===== src/hdl/ecit_defines.vh =====
// constants for the edge capture and interval timer block
`ifndef ECIT_DEFINES_VH
`define ECIT_DEFINES_VH
// word index; byte address is index times four
`define ECIT_IDX_FRT_LOW 6'h20
`define ECIT_IDX_FRT_HIGH 6'h21
`define ECIT_IDX_C0_RISE 6'h22
`define ECIT_IDX_C1_RISE 6'h23
`define ECIT_IDX_C0_FALL 6'h24
`define ECIT_IDX_C1_FALL 6'h25
`define ECIT_IDX_INT_LOW 6'h26
`define ECIT_IDX_INT_HIGH 6'h27
`define ECIT_IDX_REL_LOW 6'h28
`define ECIT_IDX_REL_HIGH 6'h29
`define ECIT_IDX_CONFIG 6'h2A
`define ECIT_IDX_CAP_MASK 6'h2B
`define ECIT_IDX_CAP_STAT 6'h2C
`define ECIT_IDX_INT_STAT 6'h2D
`define ECIT_IDX_INT_MASK 6'h2E
// configuration fields
`define ECIT_CFG_HOLD 7
`define ECIT_CFG_SEL_HI 6
`define ECIT_CFG_SEL_LO 4
`define ECIT_CFG_WIDE 3
`define ECIT_CFG_WMASK 8'hF8
`define ECIT_RESET_BYTE 8'h00
`define ECIT_RESP_OKAY 2'h0
`define ECIT_RESP_SLVERR 2'h2
`endif


===== src/hdl/ecit_capture_slot.v =====
// one capture register with first-edge hold
module ecit_capture_slot (
  input wire CLK,
  input wire RESET,
  input wire EVENT,
  input wire [7:0] VALUE,
  input wire HOLD,
  input wire READ,
  input wire WRITE,
  input wire [7:0] WDATA,
  output wire [7:0] DATA
);
  reg [7:0] data_r;
  reg full_r;
  always @(posedge CLK) begin
    if (RESET) begin
      data_r <= 8'h00;
      full_r <= 1'b0;
    end else begin
      // an edge beats a read in the same cycle, and beats a write unless hold keeps a full slot that is not being read
      if (EVENT && !(HOLD && full_r && !READ)) begin
        data_r <= VALUE;
      end else if (WRITE) begin
        data_r <= WDATA;
      end
      if (EVENT) begin
        full_r <= 1'b1;
      end else if (READ) begin
        full_r <= 1'b0;
      end
    end
  end
  assign DATA = data_r;
endmodule // ecit_capture_slot


===== src/hdl/ecit_edge_sync.v =====
// two-stage synchroniser with rise and fall pulses
module ecit_edge_sync (
  input wire CLK,
  input wire RESET,
  input wire PIN,
  output wire RISE,
  output wire FALL
);
  reg meta_r;
  reg sync_r;
  reg prev_r;
  always @(posedge CLK) begin
    if (RESET) begin
      meta_r <= 1'b0;
      sync_r <= 1'b0;
      prev_r <= 1'b0;
    end else begin
      meta_r <= PIN;
      sync_r <= meta_r;
      prev_r <= sync_r;
    end
  end
  assign RISE = sync_r & ~prev_r;
  assign FALL = ~sync_r & prev_r;
endmodule // ecit_edge_sync


===== src/hdl/ecit_top.v =====
// edge capture and interval timer with axi4-lite slave
//
// The AXI4-Lite register port is this design's own decision.
`include "ecit_defines.vh"
module ecit_top (
  input wire CLK,
  input wire RESET,
  input wire CAPTURE_INPUT_ZERO,
  input wire CAPTURE_INPUT_ONE,
  input wire [7:0] S_AXI_AWADDR,
  input wire S_AXI_AWVALID,
  output reg S_AXI_AWREADY,
  input wire [31:0] S_AXI_WDATA,
  input wire [3:0] S_AXI_WSTRB,
  input wire S_AXI_WVALID,
  output reg S_AXI_WREADY,
  output reg [1:0] S_AXI_BRESP,
  output reg S_AXI_BVALID,
  input wire S_AXI_BREADY,
  input wire [7:0] S_AXI_ARADDR,
  input wire S_AXI_ARVALID,
  output reg S_AXI_ARREADY,
  output reg [31:0] S_AXI_RDATA,
  output reg [1:0] S_AXI_RRESP,
  output reg S_AXI_RVALID,
  input wire S_AXI_RREADY,
  output reg IRQ
);
  // ****************************************
  // functions
  // ****************************************
  function mapped;
    input [5:0] idx;
    begin
      mapped = (idx >= `ECIT_IDX_FRT_LOW) && (idx <= `ECIT_IDX_INT_MASK);
    end
  endfunction
  function [7:0] slice;
    input [15:0] t;
    input [2:0] n;
    begin
      slice = t[n +: 8];
    end
  endfunction
  // one address match, gated by the strobe that qualifies it
  function hit;
    input en;
    input [5:0] got;
    input [5:0] want;
    begin
      hit = en && (got == want);
    end
  endfunction

  // ****************************************
  // state
  // ****************************************
  reg [15:0] frt_r;
  reg [7:0] frt_hold_r;
  reg [7:0] frt_wlow_r;
  reg [11:0] icount_r;
  reg [3:0] ihold_r;
  reg [7:0] reload_low_r;
  reg [3:0] reload_high_r;
  reg [11:0] reload_r;
  reg [7:0] config_r;
  reg [3:0] cap_mask_r;
  reg [3:0] cap_stat_r;
  reg int_stat_r;
  reg int_mask_r;
  reg aw_got_r;
  reg w_got_r;
  reg [5:0] aw_idx_r;
  reg [7:0] wbyte_r;
  reg wlane_r;
  wire [3:0] edge_ev;
  wire [3:0] slot_ev;
  wire [31:0] slot_data;
  wire [3:0] slot_rd;
  wire [3:0] slot_wr;
  wire wide = config_r[`ECIT_CFG_WIDE];
  wire [7:0] cap_val = slice(frt_r, config_r[`ECIT_CFG_SEL_HI:`ECIT_CFG_SEL_LO]);

  // ****************************************
  // capture inputs
  // ****************************************
  ecit_edge_sync u_sync0 (
    .CLK(CLK),
    .RESET(RESET),
    .PIN(CAPTURE_INPUT_ZERO),
    .RISE(edge_ev[0]),
    .FALL(edge_ev[1])
  );
  ecit_edge_sync u_sync1 (
    .CLK(CLK),
    .RESET(RESET),
    .PIN(CAPTURE_INPUT_ONE),
    .RISE(edge_ev[2]),
    .FALL(edge_ev[3])
  );
  // slot order: zero-rise, zero-fall, one-rise, one-fall; in wide mode slots 2 and 3 take zero-rise and zero-fall
  assign slot_ev[0] = edge_ev[0];
  assign slot_ev[1] = edge_ev[1];
  assign slot_ev[2] = wide ? edge_ev[0] : edge_ev[2];
  assign slot_ev[3] = wide ? edge_ev[1] : edge_ev[3];

  // ****************************************
  // bus decode
  // ****************************************
  wire wr_fire = aw_got_r && w_got_r && !S_AXI_BVALID;
  wire rd_fire = S_AXI_ARVALID && S_AXI_ARREADY;
  wire [5:0] ar_idx = S_AXI_ARADDR[7:2];
  wire wr_ok = wr_fire && mapped(aw_idx_r) && wlane_r;
  wire rd_ok = rd_fire && mapped(ar_idx);

  genvar g;
  generate
    for (g = 0; g < 4; g = g + 1) begin : g_slot
      wire [5:0] gidx = (g == 0) ? `ECIT_IDX_C0_RISE : (g == 1) ? `ECIT_IDX_C0_FALL :
        (g == 2) ? `ECIT_IDX_C1_RISE : `ECIT_IDX_C1_FALL;
      wire [7:0] gval = (g >= 2 && wide) ? frt_r[15:8] : (wide ? frt_r[7:0] : cap_val);
      assign slot_rd[g] = hit(rd_ok, ar_idx, gidx);
      assign slot_wr[g] = hit(wr_ok, aw_idx_r, gidx);
      ecit_capture_slot u_slot (
        .CLK(CLK),
        .RESET(RESET),
        .EVENT(slot_ev[g]),
        .VALUE(gval),
        .HOLD(config_r[`ECIT_CFG_HOLD]),
        .READ(slot_rd[g]),
        .WRITE(slot_wr[g]),
        .WDATA(wbyte_r),
        .DATA(slot_data[g*8 +: 8])
      );
    end
  endgenerate

  // ****************************************
  // read mux
  // ****************************************
  reg [7:0] rd_byte;
  always @* begin
    rd_byte = 8'h00;
    case (ar_idx)
      `ECIT_IDX_FRT_LOW: rd_byte = frt_r[7:0];
      `ECIT_IDX_FRT_HIGH: rd_byte = frt_hold_r;
      `ECIT_IDX_C0_RISE: rd_byte = slot_data[7:0];
      `ECIT_IDX_C0_FALL: rd_byte = slot_data[15:8];
      `ECIT_IDX_C1_RISE: rd_byte = slot_data[23:16];
      `ECIT_IDX_C1_FALL: rd_byte = slot_data[31:24];
      `ECIT_IDX_INT_LOW: rd_byte = icount_r[7:0];
      `ECIT_IDX_INT_HIGH: rd_byte = {4'h0, ihold_r};
      `ECIT_IDX_REL_LOW: rd_byte = reload_low_r;
      `ECIT_IDX_REL_HIGH: rd_byte = {4'h0, reload_high_r};
      `ECIT_IDX_CONFIG: rd_byte = config_r;
      `ECIT_IDX_CAP_MASK: rd_byte = {4'h0, cap_mask_r};
      `ECIT_IDX_CAP_STAT: rd_byte = {4'h0, cap_stat_r};
      `ECIT_IDX_INT_STAT: rd_byte = {7'h00, int_stat_r};
      `ECIT_IDX_INT_MASK: rd_byte = {7'h00, int_mask_r};
      default: rd_byte = 8'h00;
    endcase
  end

  // ****************************************
  // axi4-lite handshakes
  // ****************************************
  always @(posedge CLK) begin
    if (RESET) begin
      S_AXI_AWREADY <= 1'b0;
      S_AXI_WREADY <= 1'b0;
      S_AXI_BVALID <= 1'b0;
      S_AXI_BRESP <= `ECIT_RESP_OKAY;
      S_AXI_ARREADY <= 1'b0;
      S_AXI_RVALID <= 1'b0;
      S_AXI_RDATA <= 32'h00000000;
      S_AXI_RRESP <= `ECIT_RESP_OKAY;
      aw_got_r <= 1'b0;
      w_got_r <= 1'b0;
      aw_idx_r <= 6'h00;
      wbyte_r <= 8'h00;
      wlane_r <= 1'b0;
    end else begin
      S_AXI_AWREADY <= !aw_got_r && !S_AXI_AWREADY && S_AXI_AWVALID;
      S_AXI_WREADY <= !w_got_r && !S_AXI_WREADY && S_AXI_WVALID;
      if (S_AXI_AWVALID && S_AXI_AWREADY) begin
        aw_got_r <= 1'b1;
        aw_idx_r <= S_AXI_AWADDR[7:2];
      end
      if (S_AXI_WVALID && S_AXI_WREADY) begin
        w_got_r <= 1'b1;
        wbyte_r <= S_AXI_WDATA[7:0];
        wlane_r <= S_AXI_WSTRB[0];
      end
      if (wr_fire) begin
        S_AXI_BVALID <= 1'b1;
        S_AXI_BRESP <= mapped(aw_idx_r) ? `ECIT_RESP_OKAY : `ECIT_RESP_SLVERR;
      end else if (S_AXI_BVALID && S_AXI_BREADY) begin
        S_AXI_BVALID <= 1'b0;
        aw_got_r <= 1'b0;
        w_got_r <= 1'b0;
      end
      S_AXI_ARREADY <= !S_AXI_ARREADY && !S_AXI_RVALID && S_AXI_ARVALID;
      if (rd_fire) begin
        S_AXI_RVALID <= 1'b1;
        S_AXI_RDATA <= {24'h000000, rd_byte};
        S_AXI_RRESP <= mapped(ar_idx) ? `ECIT_RESP_OKAY : `ECIT_RESP_SLVERR;
      end else if (S_AXI_RVALID && S_AXI_RREADY) begin
        S_AXI_RVALID <= 1'b0;
      end
    end
  end

  // ****************************************
  // timers and registers
  // ****************************************
  wire wr_frt_low = hit(wr_ok, aw_idx_r, `ECIT_IDX_FRT_LOW);
  wire wr_frt_high = hit(wr_ok, aw_idx_r, `ECIT_IDX_FRT_HIGH);
  wire wr_int_low = hit(wr_ok, aw_idx_r, `ECIT_IDX_INT_LOW);
  wire wr_int_high = hit(wr_ok, aw_idx_r, `ECIT_IDX_INT_HIGH);
  wire wr_rel_low = hit(wr_ok, aw_idx_r, `ECIT_IDX_REL_LOW);
  wire wr_rel_high = hit(wr_ok, aw_idx_r, `ECIT_IDX_REL_HIGH);
  wire wr_config = hit(wr_ok, aw_idx_r, `ECIT_IDX_CONFIG);
  wire wr_cap_mask = hit(wr_ok, aw_idx_r, `ECIT_IDX_CAP_MASK);
  wire wr_cap_stat = hit(wr_ok, aw_idx_r, `ECIT_IDX_CAP_STAT);
  wire wr_int_stat = hit(wr_ok, aw_idx_r, `ECIT_IDX_INT_STAT);
  wire wr_int_mask = hit(wr_ok, aw_idx_r, `ECIT_IDX_INT_MASK);
  // a low read freezes the upper part so the pair reads coherently
  wire rd_frt_low = hit(rd_ok, ar_idx, `ECIT_IDX_FRT_LOW);
  wire rd_int_low = hit(rd_ok, ar_idx, `ECIT_IDX_INT_LOW);
  wire icount_tc = (icount_r == 12'h000);
  wire [15:0] frt_nxt = frt_r + 16'h0001;
  wire [11:0] icount_nxt = icount_r - 12'h001;
  always @(posedge CLK) begin
    if (RESET) begin
      frt_r <= 16'h0000;
      frt_hold_r <= `ECIT_RESET_BYTE;
      frt_wlow_r <= `ECIT_RESET_BYTE;
      icount_r <= 12'h000;
      ihold_r <= 4'h0;
      reload_low_r <= `ECIT_RESET_BYTE;
      reload_high_r <= 4'h0;
      reload_r <= 12'h000;
    end else begin
      // low write staged; timer takes the pair when the high byte lands
      if (wr_frt_low) begin
        frt_wlow_r <= wbyte_r;
      end
      if (wr_frt_high) begin
        frt_r <= {wbyte_r, frt_wlow_r};
      end else begin
        frt_r <= frt_nxt;
      end
      if (rd_frt_low) begin
        frt_hold_r <= frt_r[15:8];
      end
      if (rd_int_low) begin
        ihold_r <= icount_r[11:8];
      end
      // reload takes effect only on the nibble write; low first
      if (wr_rel_low) begin
        reload_low_r <= wbyte_r;
      end
      if (wr_rel_high) begin
        reload_high_r <= wbyte_r[3:0];
        reload_r <= {wbyte_r[3:0], reload_low_r};
      end
      if (wr_int_low) begin
        icount_r <= {icount_r[11:8], wbyte_r};
      end else if (wr_int_high) begin
        icount_r <= {wbyte_r[3:0], icount_r[7:0]};
      end else if (icount_tc) begin
        icount_r <= reload_r;
      end else begin
        icount_r <= icount_nxt;
      end
    end
  end

  // ****************************************
  // software registers and interrupt
  // ****************************************
  always @(posedge CLK) begin
    if (RESET) begin
      config_r <= `ECIT_RESET_BYTE;
      cap_mask_r <= 4'h0;
      cap_stat_r <= 4'h0;
      int_stat_r <= 1'b0;
      int_mask_r <= 1'b0;
      IRQ <= 1'b0;
    end else begin
      if (wr_config) begin
        config_r <= wbyte_r & `ECIT_CFG_WMASK;
      end
      if (wr_cap_mask) begin
        cap_mask_r <= wbyte_r[3:0];
      end
      if (wr_int_mask) begin
        int_mask_r <= wbyte_r[0];
      end
      // set beats write-one-to-clear
      cap_stat_r <= (cap_stat_r & ~(wr_cap_stat ? wbyte_r[3:0] : 4'h0)) | slot_ev;
      int_stat_r <= (int_stat_r & ~(wr_int_stat & wbyte_r[0])) | icount_tc;
      // registered so the pin never glitches on a decode
      IRQ <= |(cap_stat_r & cap_mask_r) | (int_stat_r & int_mask_r);
    end
  end
endmodule // ecit_top


===== config.mk =====
export PLATFORM = sky130hd
export DESIGN_NAME = ecit_top
export DESIGN_NICKNAME = d
export VERILOG_FILES = /design/src/hdl/ecit_capture_slot.v /design/src/hdl/ecit_edge_sync.v /design/src/hdl/ecit_top.v
export VERILOG_INCLUDE_DIRS = /design/src /design/src/hdl
export SDC_FILE = /design/constraint.sdc
export NUM_CORES = 1
export LEC_CHECK = 0
export ABC_AREA = 0
export BUFFER_PORTS_ARGS = -buffer_cell sky130_fd_sc_hd__buf_2
export CAP_MARGIN = 20
export CELL_PAD_IN_SITES_DETAIL_PLACEMENT = 1
export CELL_PAD_IN_SITES_GLOBAL_PLACEMENT = 1
export CORE_ASPECT_RATIO = 1.5
export CORE_MARGIN = 2
export CORE_UTILIZATION = 37
export CTS_CLUSTER_SIZE = 12
export DETAILED_ROUTE_END_ITERATION = 7
export PLACE_DENSITY = 0.68
export REMOVE_ABC_BUFFERS = 1
export SLEW_MARGIN = 20
export SYNTH_ARGS = -nofsm -noshare
export SYNTH_HDL_FRONTEND = slang
export SYNTH_SLANG_ARGS = --single-unit

===== constraint.sdc =====
create_clock -name CLK -period 3.4 [get_ports CLK]
set_input_delay 1.02 -clock CLK [delete_from_list [all_inputs] [get_ports CLK]]
set_output_delay 1.02 -clock CLK [all_outputs]
set_load 0.05 [all_outputs]

==> summary.md <==
| Metric | Value |
|---|---|
| Via-to-Cell Ratio | 5.86 |
| Fin crit period | 2.64 ns |
| Crit Path Max Fanout | 21 |
| TritonCTS Sinks | 158 |
| Worst skew pair latency | 0.44 ns |
| CTS resizes | 0 |
| Port Buf Inserts | 45 |
| WL/cell | between 20 and 25 um |
| # H-tree levels | 4 |
| Power Dens Cells | 520 nW/um2 |
| Dpl ws | about 0.35 ns |
| Period utilization | 77.6% |
| CP Class | in2reg |
| Setup tns final | 0 ns |
| Non-Filler Instances | 1220 |
| Worst Hold Class | reg2reg |
| Design Area, Final | 9220 um2 |
| Max cap viols | 0 |
| DR iter-0 viols | 445 |
| Worst slew margin | 31.9% |
| CTS tree | built |
| Initial antenna violation count | 0 |
| Critical path arrival | ~3.0 ns |
| DRC | 0 |
| Register area share after synthesis | 38.3% |
| Post-synth top flop | dfxtp_1 |
| Final core utilization | 41.6% |
| Total GRT Usage | 23.1% |
| Critical Path Start | S_AXI_ARADDR[3] |
| Synthesized cell area | 8270 um2 |
| Final wirelength | 26.9 mm |
| Syn Area/Cell | 8.99 um2 |
| Final HPWL DP | 19.6 mm |
| CTS Buf Count | 17 |
| Site row count | 67 |
| CTS max path bufs | 2 |
| Final hold violation count | 0 |
| Chip width | about 130 um |
| Mapped Cells | a little over 900 |
| Gp weighted congestion | 0.887 |
| Die area | approximately 24000 um2 |
| # nets final | 995 |
| Final antenna-violating net count | 0 |
| Critical Path End Type | register |
| Crit start category | primary input |
| Post-synth EDFFs | 0 |
| Final setup viols | 0 |
| Post-synthesis async set-or-reset flop share | 0% |
| Worst-Margin Slew | 1.02 ns |
| Layout cell share with drive strength beyond 1 | about 14% |
| Max Fclk | around 0.38 GHz |
| Largest net degree at the start of global routing | 71 |
| Post CTS Setup Buffer Count | 0 |
| Status | finished clean |
| Ys Warns | 0 |
| Worst clock skew | 0.00714 ns |
| Setup ws final | roughly 0.76 ns |
| R2R Setup Slk | 0.86 ns |
| Dpl cells | 1188 |
| Via count | 7146 |
| Io pins | ~100 |
| Initial Utilization | a little under two fifths |
| Leak | roughly 3.6 nW |
| Crit Reg-Reg Startpoint | aw_idx_r[2] |
| Hold buffer count at CTS | 0 |
| Synth cell types | 67 |
| Clock slew at reported path FFs | about 0.070 ns |
| Die height | 187 um |
| Area of the multi-input gates | approximately 4600 um2 |
| Core region area | 22100 um2 |
| Fill count | between 2000 and 3000 |
| N_diodes | 0 |
| Most frequent cells in the layout | dfxtp_1, mux2i_1, nor2_1, nand2_1, a21oi_1 |
| First-pass GRT wire length | 42.1 mm |
| Most common cell after layout, fill and taps aside | dfxtp_1 |
| Seq cells post-synth | approximately 160 |
| WP data required | 3.75 ns |
| Hold Path Origin | S_AXI_RVALID |
| Max IR drop VDD | 0.352 mV |
| TritonRoute pass-1 iters | 5 |
| Total global routing overflow | 0 |
| Sequential cell area | 3160 um2 |
| Vias in the first global route | 7505 |
| Max-slew violations | 0 |
| Cell area after placement | 8640 um2 |
| RSZ-0062 raised after global routing | no |
| Area growth syn-to-layout | 11.5% |
| Root Buffer | clkbuf_16 |
[critical path, stage by stage]
cell     delay [ns]
buf_2          0.25
nor2_1         0.61
a41oi_1        0.25
or3_1          0.52
o32ai_1        0.32
[cell usage after synthesis, types with 10 or more instances]
cell / n / area (um2)
dfxtp_1: 158 / 3160
mux2i_1: 87 / 871
nor2_1: 83 / 312
nand2_1: 72 / 270
clkbuf_1: 63 / 236
a21oi_1: 46 / 230
nand3_1: 36 / 180
o22ai_1: 35 / 219
buf_4: 26 / 195
mux4_2: 21 / 473
o21ai_0: 17 / 85.1
inv_1: 16 / 60.1
a211oi_1: 15 / 113
a22oi_1: 15 / 113
nor2b_1: 15 / 93.8
xnor2_1: 12 / 105
nor3_1: 10 / 50.1
o32ai_1: 10 / 87.6
or3_1: 10 / 62.6
[kinds of logic after synthesis]
kind of cell               synth area share [%]
and+or+nand+nor                            18.8
AOI/OAI and AO/OA                          17.1
DFF                                        38.3
buffers and inverters                      6.70
muxes                                      17.2
xor gates and xnor gates                   1.48
adders and majority gates                 0.454
other                                    0.0453
[final timing paths]
check                        endpoint  cells past startpoint
max reg2reg  g_slot[0].u_slot.DATA[1]                      4
min reg2reg             S_AXI_ARREADY                      1
max          g_slot[1].u_slot.DATA[1]                      5
min                     S_AXI_ARREADY                      1
[area by class of cell]
| class | count | share of cell area (%) |
|---|---|---|
| Timing Repair Buffer | 69 | 4.56 |
| Clock inverter | 15 | 1.67 |
| Multi-Input combinational cell | 668 | 50.4 |
| Inverter | 17 | 0.692 |
| Clock buffer | 17 | 4.62 |
| Tap cell | 276 | 3.75 |
| Sequential cell | 158 | 34.3 |
[flip-flops by register name, summed over array words and instances, names as in the netlist, 4 cells and up]
register,flops
g_slot.u_slot.full_r,4
reload_r,8
S_AXI_RDATA,8
g_slot.u_slot.DATA,32
frt_r,16
config_r,5
wbyte_r,8
cap_mask_r,4
cap_stat_r,4
aw_idx_r,6
reload_low_r,8
frt_wlow_r,8
icount_r,12
ihold_r,4
reload_high_r,4
frt_hold_r,8
[metal layers]
metal | part of all wire (%) | routed length [um] | GRT usage [%]
met4 | 5.4 | 1460 | 12.8
met5 | 0 | 0 | 0
met2 | 53 | 14200 | 42.6
met3 | 3.7 | 988 | 3.83
met1 | 38 | 10300 | 24.7
[where the power goes]
group	leakage, nW	total [mW]	internal [mW]	switching [mW]
registers	1.28	2.09	1.93	0.161
clock network	0.282	1.92	1.03	0.884
logic	2.04	0.790	0.313	0.476
[metrics by stage]
| stage | hold slack, ns | total power [mW] |
|---|---|---|
| final | 0.447 | 4.80 |
| after CTS | 0.451 | 4.84 |
| after floorplan | 0.414 | 2.63 |
| after global placement | 0.435 | 2.91 |
| after global routing | 0.458 | 5.00 |
| after detailed placement | 0.442 | 2.92 |
Power figures use the tool's default switching activity.
